### src/hdl/rbm_pkg.sv
// Constants and types for the reset and boot-source selection block.
// Assumes a 100 MHz ref_clk and an external pull-up or flash on the strap line.
package rbm_pkg;

  localparam int CLK_MHZ = 100;

  // Internal start-up delay after the reset pin rises, in ns
  localparam int STARTUP_NS  = 1000;
  localparam int STARTUP_CYC = (STARTUP_NS * CLK_MHZ + 999) / 1000;

  // Flash clock half period in ref_clk cycles; must exceed the two-flop input lag
  localparam int FLASH_HALF_CYC = 4;

  // Boot image layout
  localparam int          IMAGE_BYTES  = 256;
  localparam int          IMAGE_NIBS   = 2 * IMAGE_BYTES;
  localparam logic [23:0] IMAGE_ADDR   = 24'h000000;

  // Fast quad read sequence
  localparam logic [7:0]  QREAD_OPCODE = 8'heb;
  localparam int          OPCODE_BITS  = 8;
  localparam int          ADDR_NIBS    = 6;
  localparam int          DUMMY_NIBS   = 2;

  // Strap line position within the quad data bus
  localparam int          STRAP_BIT    = 1;

  typedef enum logic [3:0] {
    ST_HELD,
    ST_STARTUP,
    ST_SLAVE,
    ST_CMD,
    ST_ADDR,
    ST_DUMMY,
    ST_DATA,
    ST_DONE
  } rbm_state_t;

endpackage : rbm_pkg

### src/hdl/rbm_sync.sv
// Two-flop synchroniser for a vector of unrelated pin levels.
// Assumes each bit is a slow level or a clock well below ref_clk.
`timescale 1ns/1ps
`default_nettype none
module rbm_sync #(
  parameter int WIDTH = 1
) (
  input  wire logic             ref_clk,
  input  wire logic             reset,
  input  wire logic [WIDTH-1:0] asyncIn,
  output logic      [WIDTH-1:0] syncOut
);

  logic [WIDTH-1:0] stage1_q;
  logic [WIDTH-1:0] stage2_q;

  // First stage feeds only the second
  always_ff @(posedge ref_clk) begin
    if (reset) begin
      stage1_q <= '0;
      stage2_q <= '0;
    end else begin
      stage1_q <= asyncIn;
      stage2_q <= stage1_q;
    end
  end

  assign syncOut = stage2_q;

endmodule : rbm_sync
`default_nettype wire

### src/hdl/rbm_boot_loader.sv
// Reset handling and boot-source selection: slave serial boot or quad flash boot.
// Assumes all pin inputs are asynchronous to ref_clk and pass the synchroniser.
`timescale 1ns/1ps
`default_nettype none
module rbm_boot_loader (
  input  wire logic       ref_clk,
  input  wire logic       reset,
  input  wire logic       resetPinN,
  input  wire logic       clkPinIn,
  output logic            clkPinOut,
  output logic            clkPinOe,
  output logic            flashCsN,
  output logic            flashCsOe,
  input  wire logic [3:0] quadDataIn,
  output logic      [3:0] quadDataOut,
  output logic      [3:0] quadDataOe,
  input  wire logic       spiCsN,
  input  wire logic       spiMosi,
  output logic            spiMiso,
  output logic            spiMisoOe,
  output logic      [7:0] imageData,
  output logic            imageValid,
  output logic            bootDone,
  output logic            slaveMode,
  output logic            masterMode
);

  localparam logic [15:0] STARTUP_LAST = 16'(rbm_pkg::STARTUP_CYC - 1);
  localparam logic [2:0]  HALF_LAST    = 3'(rbm_pkg::FLASH_HALF_CYC - 1);
  localparam logic [15:0] OPC_LAST     = 16'(rbm_pkg::OPCODE_BITS - 1);
  localparam logic [15:0] ADDR_LAST    = 16'(rbm_pkg::ADDR_NIBS - 1);
  localparam logic [15:0] DUMMY_LAST   = 16'(rbm_pkg::DUMMY_NIBS - 1);
  localparam logic [15:0] NIB_LAST     = 16'(rbm_pkg::IMAGE_NIBS - 1);
  localparam logic [15:0] BYTE_LAST    = 16'(rbm_pkg::IMAGE_BYTES - 1);

  logic [7:0] syncVec;
  logic       rstPinS;
  logic       clkS;
  logic       csS;
  logic       mosiS;
  logic [3:0] dinS;

  rbm_sync #(
    .WIDTH (8)
  ) u_sync (
    .ref_clk (ref_clk),
    .reset   (reset),
    .asyncIn ({resetPinN, clkPinIn, spiCsN, spiMosi, quadDataIn}),
    .syncOut (syncVec)
  );

  assign rstPinS = syncVec[7];
  assign clkS    = syncVec[6];
  assign csS     = syncVec[5];
  assign mosiS   = syncVec[4];
  assign dinS    = syncVec[3:0];

  rbm_pkg::rbm_state_t state_q, state_d;
  logic [15:0] cnt_q,      cnt_d;
  logic [15:0] byteCnt_q,  byteCnt_d;
  logic [2:0]  div_q,      div_d;
  logic        sck_q,      sck_d;
  logic        clkPrev_q,  clkPrev_d;
  logic [7:0]  shift_q,    shift_d;
  logic [7:0]  data_q,     data_d;
  logic        valid_q,    valid_d;
  logic        done_q,     done_d;
  logic        slave_q,    slave_d;
  logic        master_q,   master_d;
  logic        csN_q,      csN_d;
  logic        csOe_q,     csOe_d;
  logic        clkOe_q,    clkOe_d;
  logic [3:0]  qOut_q,     qOut_d;
  logic [3:0]  qOe_q,      qOe_d;
  logic        misoOe_q,   misoOe_d;

  logic        halfTick;
  logic        riseNext;
  logic        fallNext;
  logic        hostEdge;
  logic [23:0] addrShift;

  always_comb begin
    halfTick  = (div_q == HALF_LAST);
    riseNext  = halfTick && !sck_q;
    fallNext  = halfTick && sck_q;
    hostEdge  = clkS && !clkPrev_q && !csS;
    addrShift = '0;
    state_d   = state_q;
    cnt_d     = cnt_q;
    byteCnt_d = byteCnt_q;
    div_d     = '0;
    sck_d     = sck_q;
    clkPrev_d = clkS;
    shift_d   = shift_q;
    data_d    = data_q;
    valid_d   = 1'b0;
    done_d    = done_q;
    slave_d   = slave_q;
    master_d  = master_q;

    if (!rstPinS) begin
      state_d   = rbm_pkg::ST_HELD;
      cnt_d     = '0;
      byteCnt_d = '0;
      sck_d     = 1'b0;
      shift_d   = '0;
      data_d    = '0;
      done_d    = 1'b0;
      slave_d   = 1'b0;
      master_d  = 1'b0;
    end else begin
      unique case (state_q)
        rbm_pkg::ST_HELD: begin
          state_d = rbm_pkg::ST_STARTUP;
          cnt_d   = '0;
        end
        rbm_pkg::ST_STARTUP: begin
          cnt_d = cnt_q + 16'h0001;
          if (cnt_q == STARTUP_LAST) begin
            cnt_d = '0;
            // One sample only; the flash line is free to toggle afterwards
            if (dinS[rbm_pkg::STRAP_BIT]) begin
              state_d = rbm_pkg::ST_SLAVE;
              slave_d = 1'b1;
            end else begin
              state_d  = rbm_pkg::ST_CMD;
              master_d = 1'b1;
            end
          end
        end
        rbm_pkg::ST_SLAVE: begin
          if (csS) begin
            // Deselect re-frames the byte boundary
            cnt_d = '0;
          end else if (hostEdge) begin
            shift_d = {mosiS, shift_q[7:1]};
            cnt_d   = cnt_q + 16'h0001;
            if (cnt_q[2:0] == 3'h7) begin
              cnt_d     = '0;
              data_d    = {mosiS, shift_q[7:1]};
              valid_d   = 1'b1;
              byteCnt_d = byteCnt_q + 16'h0001;
              if (byteCnt_q == BYTE_LAST) begin
                state_d = rbm_pkg::ST_DONE;
              end
            end
          end
        end
        rbm_pkg::ST_CMD,
        rbm_pkg::ST_ADDR,
        rbm_pkg::ST_DUMMY,
        rbm_pkg::ST_DATA: begin
          div_d = halfTick ? 3'h0 : div_q + 3'h1;
          if (halfTick) begin
            sck_d = !sck_q;
          end
          if (riseNext && state_q == rbm_pkg::ST_DATA) begin
            if (!cnt_q[0]) begin
              shift_d[3:0] = dinS;
            end else begin
              data_d    = {dinS, shift_q[3:0]};
              valid_d   = 1'b1;
              byteCnt_d = byteCnt_q + 16'h0001;
            end
          end
          if (fallNext) begin
            cnt_d = cnt_q + 16'h0001;
            unique case (state_q)
              rbm_pkg::ST_CMD: begin
                if (cnt_q == OPC_LAST) begin
                  state_d = rbm_pkg::ST_ADDR;
                  cnt_d   = '0;
                end
              end
              rbm_pkg::ST_ADDR: begin
                if (cnt_q == ADDR_LAST) begin
                  state_d = rbm_pkg::ST_DUMMY;
                  cnt_d   = '0;
                end
              end
              rbm_pkg::ST_DUMMY: begin
                if (cnt_q == DUMMY_LAST) begin
                  state_d = rbm_pkg::ST_DATA;
                  cnt_d   = '0;
                end
              end
              default: begin
                if (cnt_q == NIB_LAST) begin
                  state_d = rbm_pkg::ST_DONE;
                end
              end
            endcase
          end
        end
        rbm_pkg::ST_DONE: begin
          done_d = 1'b1;
          sck_d  = 1'b0;
        end
        default: begin
          state_d = rbm_pkg::ST_HELD;
        end
      endcase
    end

    // Pin drives follow the next state so they reach the pads as flops
    csN_d    = 1'b1;
    csOe_d   = master_d;
    clkOe_d  = master_d;
    qOut_d   = '0;
    qOe_d    = '0;
    misoOe_d = slave_d && !csS && state_d == rbm_pkg::ST_SLAVE;
    unique case (state_d)
      rbm_pkg::ST_CMD: begin
        csN_d     = 1'b0;
        qOe_d[0]  = 1'b1;
        qOut_d[0] = rbm_pkg::QREAD_OPCODE[3'(3'h7 - cnt_d[2:0])];
      end
      rbm_pkg::ST_ADDR: begin
        csN_d     = 1'b0;
        qOe_d     = 4'hf;
        addrShift = rbm_pkg::IMAGE_ADDR >> {3'(3'h5 - cnt_d[2:0]), 2'b00};
        qOut_d    = addrShift[3:0];
      end
      rbm_pkg::ST_DUMMY,
      rbm_pkg::ST_DATA: begin
        csN_d = 1'b0;
      end
      default: begin
        csN_d = 1'b1;
      end
    endcase
  end

  always_ff @(posedge ref_clk) begin
    if (reset) begin
      state_q   <= rbm_pkg::ST_HELD;
      cnt_q     <= '0;
      byteCnt_q <= '0;
      div_q     <= '0;
      sck_q     <= 1'b0;
      clkPrev_q <= 1'b0;
      shift_q   <= '0;
      data_q    <= '0;
      valid_q   <= 1'b0;
      done_q    <= 1'b0;
      slave_q   <= 1'b0;
      master_q  <= 1'b0;
      csN_q     <= 1'b1;
      csOe_q    <= 1'b0;
      clkOe_q   <= 1'b0;
      qOut_q    <= '0;
      qOe_q     <= '0;
      misoOe_q  <= 1'b0;
    end else begin
      state_q   <= state_d;
      cnt_q     <= cnt_d;
      byteCnt_q <= byteCnt_d;
      div_q     <= div_d;
      sck_q     <= sck_d;
      clkPrev_q <= clkPrev_d;
      shift_q   <= shift_d;
      data_q    <= data_d;
      valid_q   <= valid_d;
      done_q    <= done_d;
      slave_q   <= slave_d;
      master_q  <= master_d;
      csN_q     <= csN_d;
      csOe_q    <= csOe_d;
      clkOe_q   <= clkOe_d;
      qOut_q    <= qOut_d;
      qOe_q     <= qOe_d;
      misoOe_q  <= misoOe_d;
    end
  end

  // Boot image is receive-only, so the slave output line idles low
  assign spiMiso     = 1'b0;
  assign clkPinOut   = sck_q;
  assign clkPinOe    = clkOe_q;
  assign flashCsN    = csN_q;
  assign flashCsOe   = csOe_q;
  assign quadDataOut = qOut_q;
  assign quadDataOe  = qOe_q;
  assign spiMisoOe   = misoOe_q;
  assign imageData   = data_q;
  assign imageValid  = valid_q;
  assign bootDone    = done_q;
  assign slaveMode   = slave_q;
  assign masterMode  = master_q;

endmodule : rbm_boot_loader
`default_nettype wire

### config.mk
export PLATFORM = sky130hd
export DESIGN_NAME = rbm_boot_loader
export DESIGN_NICKNAME = d
export VERILOG_FILES = /design/src/hdl/rbm_pkg.sv /design/src/hdl/rbm_sync.sv /design/src/hdl/rbm_boot_loader.sv
export SDC_FILE = /design/constraint.sdc
export NUM_CORES = 1
export LEC_CHECK = 0
export BUFFER_PORTS_ARGS = -buffer_cell sky130_fd_sc_hd__buf_2
export CAP_MARGIN = 20
export CELL_PAD_IN_SITES_DETAIL_PLACEMENT = 1
export CELL_PAD_IN_SITES_GLOBAL_PLACEMENT = 1
export CORE_UTILIZATION = 41
export CTS_CLUSTER_DIAMETER = 80
export CTS_CLUSTER_SIZE = 28
export DETAILED_ROUTE_END_ITERATION = 6
export MAX_ROUTING_LAYER = met4
export PLACE_DENSITY = 0.82
export SETUP_SLACK_MARGIN = 0.02
export SLEW_MARGIN = 25
export SYNTH_ARGS = -nofsm -noshare
export SYNTH_HDL_FRONTEND = slang
export SYNTH_HIERARCHICAL = 1
export SYNTH_SLANG_ARGS = --single-unit
export TNS_END_PERCENT = 5
### constraint.sdc
create_clock -name ref_clk -period 2.3 [get_ports ref_clk]
set_input_delay 0.23 -clock ref_clk [delete_from_list [all_inputs] [get_ports ref_clk]]
set_output_delay 0.23 -clock ref_clk [all_outputs]
set_load 0.02 [all_outputs]
* After elaboration in Yosys (flattened, before gate mapping)
Memory sizes are Yosys's and may differ from the RTL's. Index checks and enable logic that the tools add are counted.
Operators by class: add/sub/neg operators 5, multiply operators 0, div/mod/pow operators 0, order comparisons 1, equal/unequal tests 29, shift-type cells 1, muxes and demuxes 59, bitwise gates (word level) 5, reductions and logical operators 26
Operator list (number):
- two-way mux 16 bit | 13
- one-hot mux 16 bit (4 select lines) | 1
- two-way mux 4 bit | 15
- one-hot mux 16 bit (3 select lines) | 1
- two-way mux 8 bit | 5
- adder 16 x 1 -> 16 bit (second input constant) | 2
- equality test 16 x 3 -> 1 bit (second input constant) | 2
- one-hot mux 16 bit (2 select lines) | 1
- equality test 4 x 3 -> 1 bit (second input constant) | 7
- one-hot mux 4 bit (5 select lines) | 1
- equality test 16 x 1 -> 1 bit (second input constant) | 1
- equality test 16 x 7 -> 1 bit (second input constant) | 1
- equality test 16 x 8 -> 1 bit (second input constant) | 1
- equality test 16 x 9 -> 1 bit (second input constant) | 1
- equality test 4 x 2 -> 1 bit (second input constant) | 4
- inequality test 2 bit (second input constant) | 8
- one-hot mux 8 bit (2 select lines) | 1
- two-way mux 1 bit | 14
- one-hot mux 4 bit (3 select lines) | 1
- OR reduction 4 bit | 3
- AND reduction 3 bit | 3
- one-hot mux 4 bit (2 select lines) | 1
- logical AND 1 bit | 7
- two-way mux 3 bit | 2
- other kinds (18) | 30
Word-level totals: register bits 87, latch bits 0, bits in writable memories 0, ROM bits 8, input port bits 10, output and inout port bits 26, logic and storage cells 148, memories kept 1
Memories:
- (no name shown) | words 8, bits a word 1, read ports 1, clocked after Yosys merged registers in 0, write ports 0, line rbm_boot_loader.sv:217 | qOut_d[0] = rbm_pkg::QREAD_OPCODE[3'(3'h7 - cnt_d[2:0])];

* Longest topological paths before layout
Gate-level depths: netlist (run 1).
depth after elaboration 11, mapped depth 10

* Hierarchy
The synthesis (run 1) kept the hierarchy.
By module, submodules not included:
- rbm_boot_loader | instances 1, cells an instance 408, area an instance 3459.6 µm², sequential area each 1321.3 µm²
- rbm_sync | instances 1, cells an instance 33, area an instance 464.2 µm², sequential area each 320.3 µm²

* Worst setup path before layout (run 1)
No wires, ideal clock.
kind reg-to-reg, from reg cnt_q[1], to reg csN_q (netlist: flashCsN), setup time 0.129 ns, arrival time 2.121 ns, slack 0.050 ns, cell stages (with the launch flop) 9, buffers on the path 0, path through dfxtp_1 > ha_1 > nor4b_2 > and4_1 > o21a_1 > o311ai_1 > a31o_2 > a2111oi_0 > nor2b_1
Between the ends: longest elaborated chain between the ends 9
Ends and longest elaborated chain:
- start: declaration | line rbm_boot_loader.sv:59 | logic [15:0] cnt_q, cnt_d;
- start signal: assignment | line rbm_boot_loader.sv:257 | cnt_q <= cnt_d;
- equality test 16 x 9 -> 1 bit, or another cell as far along | line rbm_boot_loader.sv:189 | if (cnt_q == NIB_LAST) begin
- two-way mux 4 bit (on tied branches)
- one-hot mux 4 bit (3 select lines) or two-way mux 4 bit (tied branches) | line rbm_boot_loader.sv:169, rbm_boot_loader.sv:136
- two-way mux 4 bit (on tied branches) | line rbm_boot_loader.sv:167, rbm_boot_loader.sv:133
- one-hot mux 4 bit (5 select lines) (*) | line rbm_boot_loader.sv:113 | unique case (state_q)
- two-way mux 4 bit (*) | line rbm_boot_loader.sv:102 | if (!rstPinS) begin
- equality test 4 x 3 -> 1 bit or equality test 4 x 2 -> 1 bit (tied branches) | line rbm_boot_loader.sv:213 | unique case (state_d)
- OR reduction 4 bit (no source line) (*)
- two-way mux 1 bit (*) | line rbm_boot_loader.sv:213
- end signal: assignment | line rbm_boot_loader.sv:268 | csN_q <= csN_d;
- end: declaration | line rbm_boot_loader.sv:70 | logic csN_q, csN_d;
Mark *: on every way between the ends. The rest lies on a longest branch, timed or not. A chain may end at the register's enable or synchronous reset.

* Worst setup path in the final report (run 1)
from reg cnt_q[14], to reg qOe_q[0] (netlist: quadDataOe[0])
Between the ends: longest elaborated chain between the ends 9
Ends and longest elaborated chain:
- equality test 16 x 9 -> 1 bit, or another cell as far along | line rbm_boot_loader.sv:189
- two-way mux 4 bit (on tied branches)
- one-hot mux 4 bit (3 select lines) | line rbm_boot_loader.sv:169 | unique case (state_q)
- two-way mux 4 bit | line rbm_boot_loader.sv:167 | if (fallNext) begin
- one-hot mux 4 bit (5 select lines) (*) | line rbm_boot_loader.sv:113
- two-way mux 4 bit (*) | line rbm_boot_loader.sv:102
- equality test 4 x 3 -> 1 bit or equality test 4 x 2 -> 1 bit (tied branches) | line rbm_boot_loader.sv:213
- OR reduction 2 bit (no source line) (*)
- two-way mux 1 bit (*) | line rbm_boot_loader.sv:213
- end signal: assignment | line rbm_boot_loader.sv:272 | qOe_q <= qOe_d;
- end: declaration | line rbm_boot_loader.sv:74 | logic [3:0] qOe_q, qOe_d;
Marks and branches as above.

==> results of run 1 <==
## layer usage
| metal | vias up | track usage | routed length [um] | part of all wire |
|---|---|---|---|---|
| li1 | 1632 | - | - | - |
| met1 | 1632 | 0.2563 | 4517 | 0.45 |
| met2 | 61 | 0.3809 | 5195 | 0.51 |
| met3 | 15 | 0.04387 | 296 | 0.029 |
| met4 | 0 | 0.06674 | 128 | 0.013 |
| met5 | - | - | 0 | 0 |
## layout make-up
cell class / instances / share of cell area
multi-input combinational: 321 / 0.4635
sequential: 82 / 0.3473
timing repair buffer: 72 / 0.1031
tap: 129 / 0.03384
clock buffer: 9 / 0.02597
clock inverter: 7 / 0.01548
inverter: 13 / 0.01076
## per-stage QoR
stage | TNS (ns) | instances | total power [mW] | cell area, sq um | hold WS (ns)
6_report | -0.2456 | 633 | 2.564 | 4770 | 0.07065
2_1_floorplan | 0 | 445 | 1.527 | 3939 | 0.3582
3_5_place_dp | -0.5580 | 614 | 1.548 | 4402 | 0.4327
3_3_place_gp | -0.005923 | 614 | 1.544 | 4402 | 0.4165
5_1_grt | -0.6508 | 633 | 2.661 | 4770 | 0.06251
4_1_cts | -0.2136 | 630 | 2.595 | 4651 | 0.05796
## synthesized netlist by cell type, drive strengths merged, types with 2 or more instances
library cell,n,area share
dfxtp,82,0.42
nor2,71,0.068
nand2,34,0.033
a21oi,28,0.039
xnor2,18,0.040
buf,17,0.031
nor2b,17,0.032
nor3,14,0.022
inv,13,0.012
clkbuf,12,0.011
nand4,11,0.018
nor4,11,0.031
xor2,10,0.022
nand3,9,0.013
and2b,6,0.013
ha,6,0.019
mux2i,6,0.015
nand2b,6,0.0096
o21ai,6,0.0077
and3,5,0.0086
nor4b,5,0.020
a311oi,4,0.0089
a211oi,3,0.0070
a31o,3,0.0067
a31oi,3,0.0048
nand3b,3,0.0057
nor3b,3,0.0057
o311ai,3,0.011
a21o,2,0.0038
and2,2,0.0032
and4b,2,0.0051
o21a,2,0.0038
o21ba,2,0.0051
o21bai,2,0.0038
o31ai,2,0.0038
or3,2,0.0032
or4b,2,0.0051
## report_power, final
group | total, mW | internal (mW) | switching (mW)
Sequential | 1.44 | 1.43 | 0.00899
Combinational | 0.0767 | 0.0312 | 0.0456
Clock | 1.05 | 0.426 | 0.622
Total | 2.56 | 1.89 | 0.676
## repair_timing
| action | 4_1_cts | 5_1_grt |
|---|---|---|
| resized for setup | 10 | 29 |
| buffers inserted | 0 | 3 |
| pin swaps | 2 | 12 |
| hold buffers | 0 | 0 |
| endpoints found under the hold margin | 0 | 0 |
| endpoints found under the setup margin | 16 | 32 |
## kinds of logic after synthesis
kind of cell / share of synthesized area
and+or+nand+nor: 0.3045
buffers and inverters: 0.05516
other: 0.0009557
adders and majority gates: 0.01913
xor gates and xnor gates: 0.06250
AOI/OAI and AO/OA: 0.1240
DFF: 0.4184
muxes: 0.01531
## how the worst max path moves through the flow
stage | from | end | slack (ns) | cells after the start
finish | cnt_q[14] | quadDataOe[0] | -0.10 | 9
global placement | cnt_q[0] | flashCsN | -0.006 | 8
detailed placement | cnt_q[0] | quadDataOut[0] | -0.10 | 8
global route | cnt_q[1] | quadDataOe[0] | -0.17 | 10
CTS | cnt_q[11] | flashCsN | -0.08 | 7
floorplan | cnt_q[1] | flashCsN | 0.05 | 8
## critical path: stages (launching register included)
cell      delay (ns)
dfxtp_2         0.36
nor4_4          0.25
buf_4           0.17
nand4_1         0.08
or3_1           0.40
a311o_1         0.37
a21oi_4         0.20
nand4b_1        0.22
buf_4           0.20
o41ai_2         0.04
## state kept, by name, summed over array words and instances (netlist names), 2 cells and up
| signal | count |
|---|---|
| state_q | 4 |
| quadDataOe | 2 |
| u_sync/stage1_q | 8 |
| cnt_q | 16 |
| byteCnt_q | 16 |
| imageData | 8 |
| shift_q | 8 |
| div_q | 3 |
| u_sync/syncOut | 8 |
==> impl_metrics.tcl, run 1 <==
set metrics [dict create \
    outcome "finished, violations left" \
    violations "setup timing" \
    cts_tree "built" \
    clock_latency_ns 0.37 \
    ir_worst_vdd_mv 0.3693 \
    finalWirelength_um 10140 \
    arrival_ns 2.67 \
    cp-end-kind "flop" \
    crit_path_max_fanout 5 \
    grt_antenna_before_repair 0 \
    seq_area_sq_um 1657 \
    setup_violations 3 \
    period_needed_ns 2.404 \
    fp.dieArea_sq_um 9965 \
    start_util 0.4246 \
    finalCritPeriodShare 1.045 \
    clockBufferDepth 2 \
    finClkSkew_ns 0.01636 \
    syn_to_final_growth_pct 21.56 \
    synth.distinct_cells 67 \
    diodes 0 \
    grt-ovfl-total 0 \
    vias 3340 \
    fillers 1102 \
    dp_hpwl_um 7322 \
    r2r_start "cnt_q[14]" \
    root_buffer "clkbuf_8" \
    grt_max_degree 40 \
    ant_nets 0 \
    worstHoldEndpoint "u_sync/stage1_q[2]" \
    pin_count 36 \
    mostFrequentLayoutCell "dfxtp_1" \
    hp-start "quadDataIn[2]" \
    place.gp.congestion 0.8785 \
    drv_cap 0 \
    required_ns 2.57 \
    grt.total_usage 0.2197 \
    async_flop_share 0 \
    leakagePower_nw 1.736 \
    dp_slack_ns -0.1035 \
    dr.pass1.iters 4 \
    hold_path_class "primary input to flop" \
    synth_area_per_cell_sq_um 8.897 \
    slew_violations 0 \
    h-tree-depth 3 \
    netlist_area_sq_um 3924 \
    wl_per_cell_um 16.02 \
    worst_pin_slew_ns 0.5733 \
    hold_viol 0 \
    vias_per_cell 5.276 \
    row_count 35 \
    crit_type "flop to flop" \
    grt_pass1_vias 3502 \
    numCtsBuffers 9 \
    start_kind "flop" \
    final_cell_mix "dfxtp_1, nor2_1, buf_4" \
    die_h_um 99.83 \
    synth_seq_cells 82 \
    io_buffers 31 \
    clk_pin_slew_worst_paths_ns 0.11 \
    drtIter0Drc 131 \
    syn_inst 441 \
    r2r-end "quadDataOe[0]" \
    hold_depth 2 \
    yosys_warnings 6 \
    nets 515 \
    max_slew_margin 0.6170 \
    r2r.worst_path.cells 9 \
    synth_top_flop_cell "dfxtp_1" \
    drive_gt1_frac 0.3016 \
    yosysSeqAreaShare 0.4184 \
    r2r_slack_ns -0.10 \
    max_clock_freq_mhz 415.9 \
    grt_pass1_wl_um 16860 \
    finish.utilization 0.5162 \
    die_w_um 99.83 \
    rsz0062_at_grt "true" \
    synth_edf_count 0 \
    cts_sinks 82 \
    drcViolationCount 0 \
    power_density_nw_per_um2 537.6 \
    core_area_sq_um 9240 \
    layout_setup_ws_ns -0.1041 \
    multi_input_area_sq_um 2211 \
]
No activity file was read; power rests on OpenSTA's default activity.
==> run 2, diff against run 1 <==
Settings changed: CORE_UTILIZATION 41 to 49, CTS_CLUSTER_DIAMETER 80 to 30, PLACE_DENSITY 0.82 to 0.91.
Clock period 2.3 ns to 2.9 ns, I/O delays scaled along.
==> impl_metrics.tcl, run 2 (synthesis gave the netlist of run 1 again) <==
set metrics [dict create \
    dp_slack_ns 0.1194 \
    numCtsBuffers 9 \
    row_count 32 \
    grt-ovfl-total 0 \
    drv_cap 0 \
    cts_sinks 82 \
    required_ns 3.16 \
    dp_hpwl_um 6900 \
    grt_pass1_wl_um 16880 \
    r2r_slack_ns 0.21 \
    finish.utilization 0.5585 \
    mostFrequentLayoutCell "dfxtp_1" \
    place.gp.congestion 0.8830 \
    nets 481 \
    drcViolationCount 0 \
    die_h_um 91.49 \
    cts-hold-fix-buffers 0 \
    outcome "finished clean" \
    seq_area_sq_um 1642 \
    ant_nets 0 \
    root_buffer "clkbuf_8" \
    dr.pass1.iters 4 \
    drtIter0Drc 151 \
    crit_type "flop to flop" \
    r2r.worst_path.cells 8 \
    hold_viol 0 \
    finClkSkew_ns 0.009614 \
    period_needed_ns 2.686 \
    setup_violations 0 \
    wl_per_cell_um 17.54 \
    leakagePower_nw 1.529 \
    syn_to_final_growth_pct 9.981 \
    clock_latency_ns 0.37 \
    io_buffers 31 \
    pin_count 36 \
    grt_max_degree 43 \
    ir_worst_vdd_mv 0.3834 \
    cp-end-kind "flop" \
    final_cell_mix "dfxtp_1, nor2_1, nand2_1" \
    ctsResizeCount 0 \
    crit_path_max_fanout 8 \
    rsz0062_at_grt "false" \
    startpoint "cnt_q[0]" \
    r2r-end "quadDataOut[0]" \
    power_density_nw_per_um2 467.7 \
    grt.total_usage 0.2672 \
    core_area_sq_um 7727 \
    fillers 913 \
    arrival_ns 2.95 \
    finalWirelength_um 10030 \
    vias 3260 \
    diodes 0 \
    hold_path_class "primary input to flop" \
    clockBufferDepth 2 \
    crit_end "quadDataOut[0]" \
    start_util 0.5078 \
    start_kind "flop" \
    finalCritPeriodShare 0.9261 \
    r2r_start "cnt_q[0]" \
    grt_antenna_before_repair 0 \
    multi_input_area_sq_um 2095 \
    finalSetupTns_ns 0 \
    grt_pass1_vias 3315 \
    vias_per_cell 5.699 \
    drive_gt1_frac 0.1957 \
    max_slew_margin 0.5868 \
    max_clock_freq_mhz 372.3 \
    clk_pin_slew_worst_paths_ns 0.10 \
    cts_tree "built" \
    die_w_um 91.49 \
    worst_pin_slew_ns 0.6190 \
    slew_violations 0 \
    layout_setup_ws_ns 0.2142 \
    postCtsSetupBuffers 0 \
    fp.dieArea_sq_um 8370 \
    largestRegisters "byteCnt_q: 16 flops, cnt_q: 16 flops" \
    h-tree-depth 3 \
]
==> run 2: cell types whose count changed in the layout (fill, tap and decap cells not counted), sizes merged <==
cell    previous run  this run
buf               72        38
inv               16        17
clkinv             2         1
==> run 2: worst min-delay path by stage <==
stage | from | to | slack, ns | cells past startpoint
CTS | quadDataIn[2] | u_sync/stage1_q[2] | 0.12 | 2
finish | quadDataIn[2] | u_sync/stage1_q[2] | 0.12 | 2
global placement | u_sync/stage1_q[5] | u_sync/syncOut[5] | 0.42 | 1
global route | quadDataIn[0] | u_sync/stage1_q[0] | 0.11 | 2
floorplan | div_q[0] | div_q[0] | 0.41 | 1
detailed placement | u_sync/stage1_q[4] | u_sync/syncOut[4] | 0.43 | 1
==> run 2: cell type report <==
cell class | count | share of cell area
well taps | 102 | 0.02957
clock inverters | 7 | 0.01653
flip-flops and latches | 82 | 0.3804
clock buffers | 9 | 0.02870
inverters | 13 | 0.01131
repair buffers | 38 | 0.04813
multi-input cells | 321 | 0.4854
==> run 2: worst max-delay path, stage by stage (launching register included) <==
cell and delay [ns]:
dfxtp_1 0.48, ha_2 0.33, nor4b_2 0.32, nand4_1 0.31, nand3_1 0.23, o311ai_4 0.17, o31ai_1 0.42, and4b_1 0.26
nor3_1 0.05
==> run 2: metrics by stage <==
stage               area, sq um  power (mW)  hold slack, ns  std cells
floorplan                  3939       1.211          0.4072        445
global route               4315       2.094          0.1076        572
detailed placement         4110       1.223          0.4296        556
finish                     4315       2.018          0.1206        572
CTS                        4305       2.030          0.1156        572
global placement           4110       1.220          0.4156        556
==> run 2: power breakdown <==
part,total (mW),internal [mW],switching [mW]
registers,1.15,1.14,0.0103
logic,0.0500,0.0201,0.0299
clock network,0.821,0.336,0.485
==> run 2: layer usage <==
layer | track usage | part of all wire | wire length (um)
met5 | - | 0 | 0
met4 | 0.07804 | 0.018 | 176
met3 | 0.04690 | 0.033 | 332
met2 | 0.4574 | 0.52 | 5178
met1 | 0.3206 | 0.43 | 4344
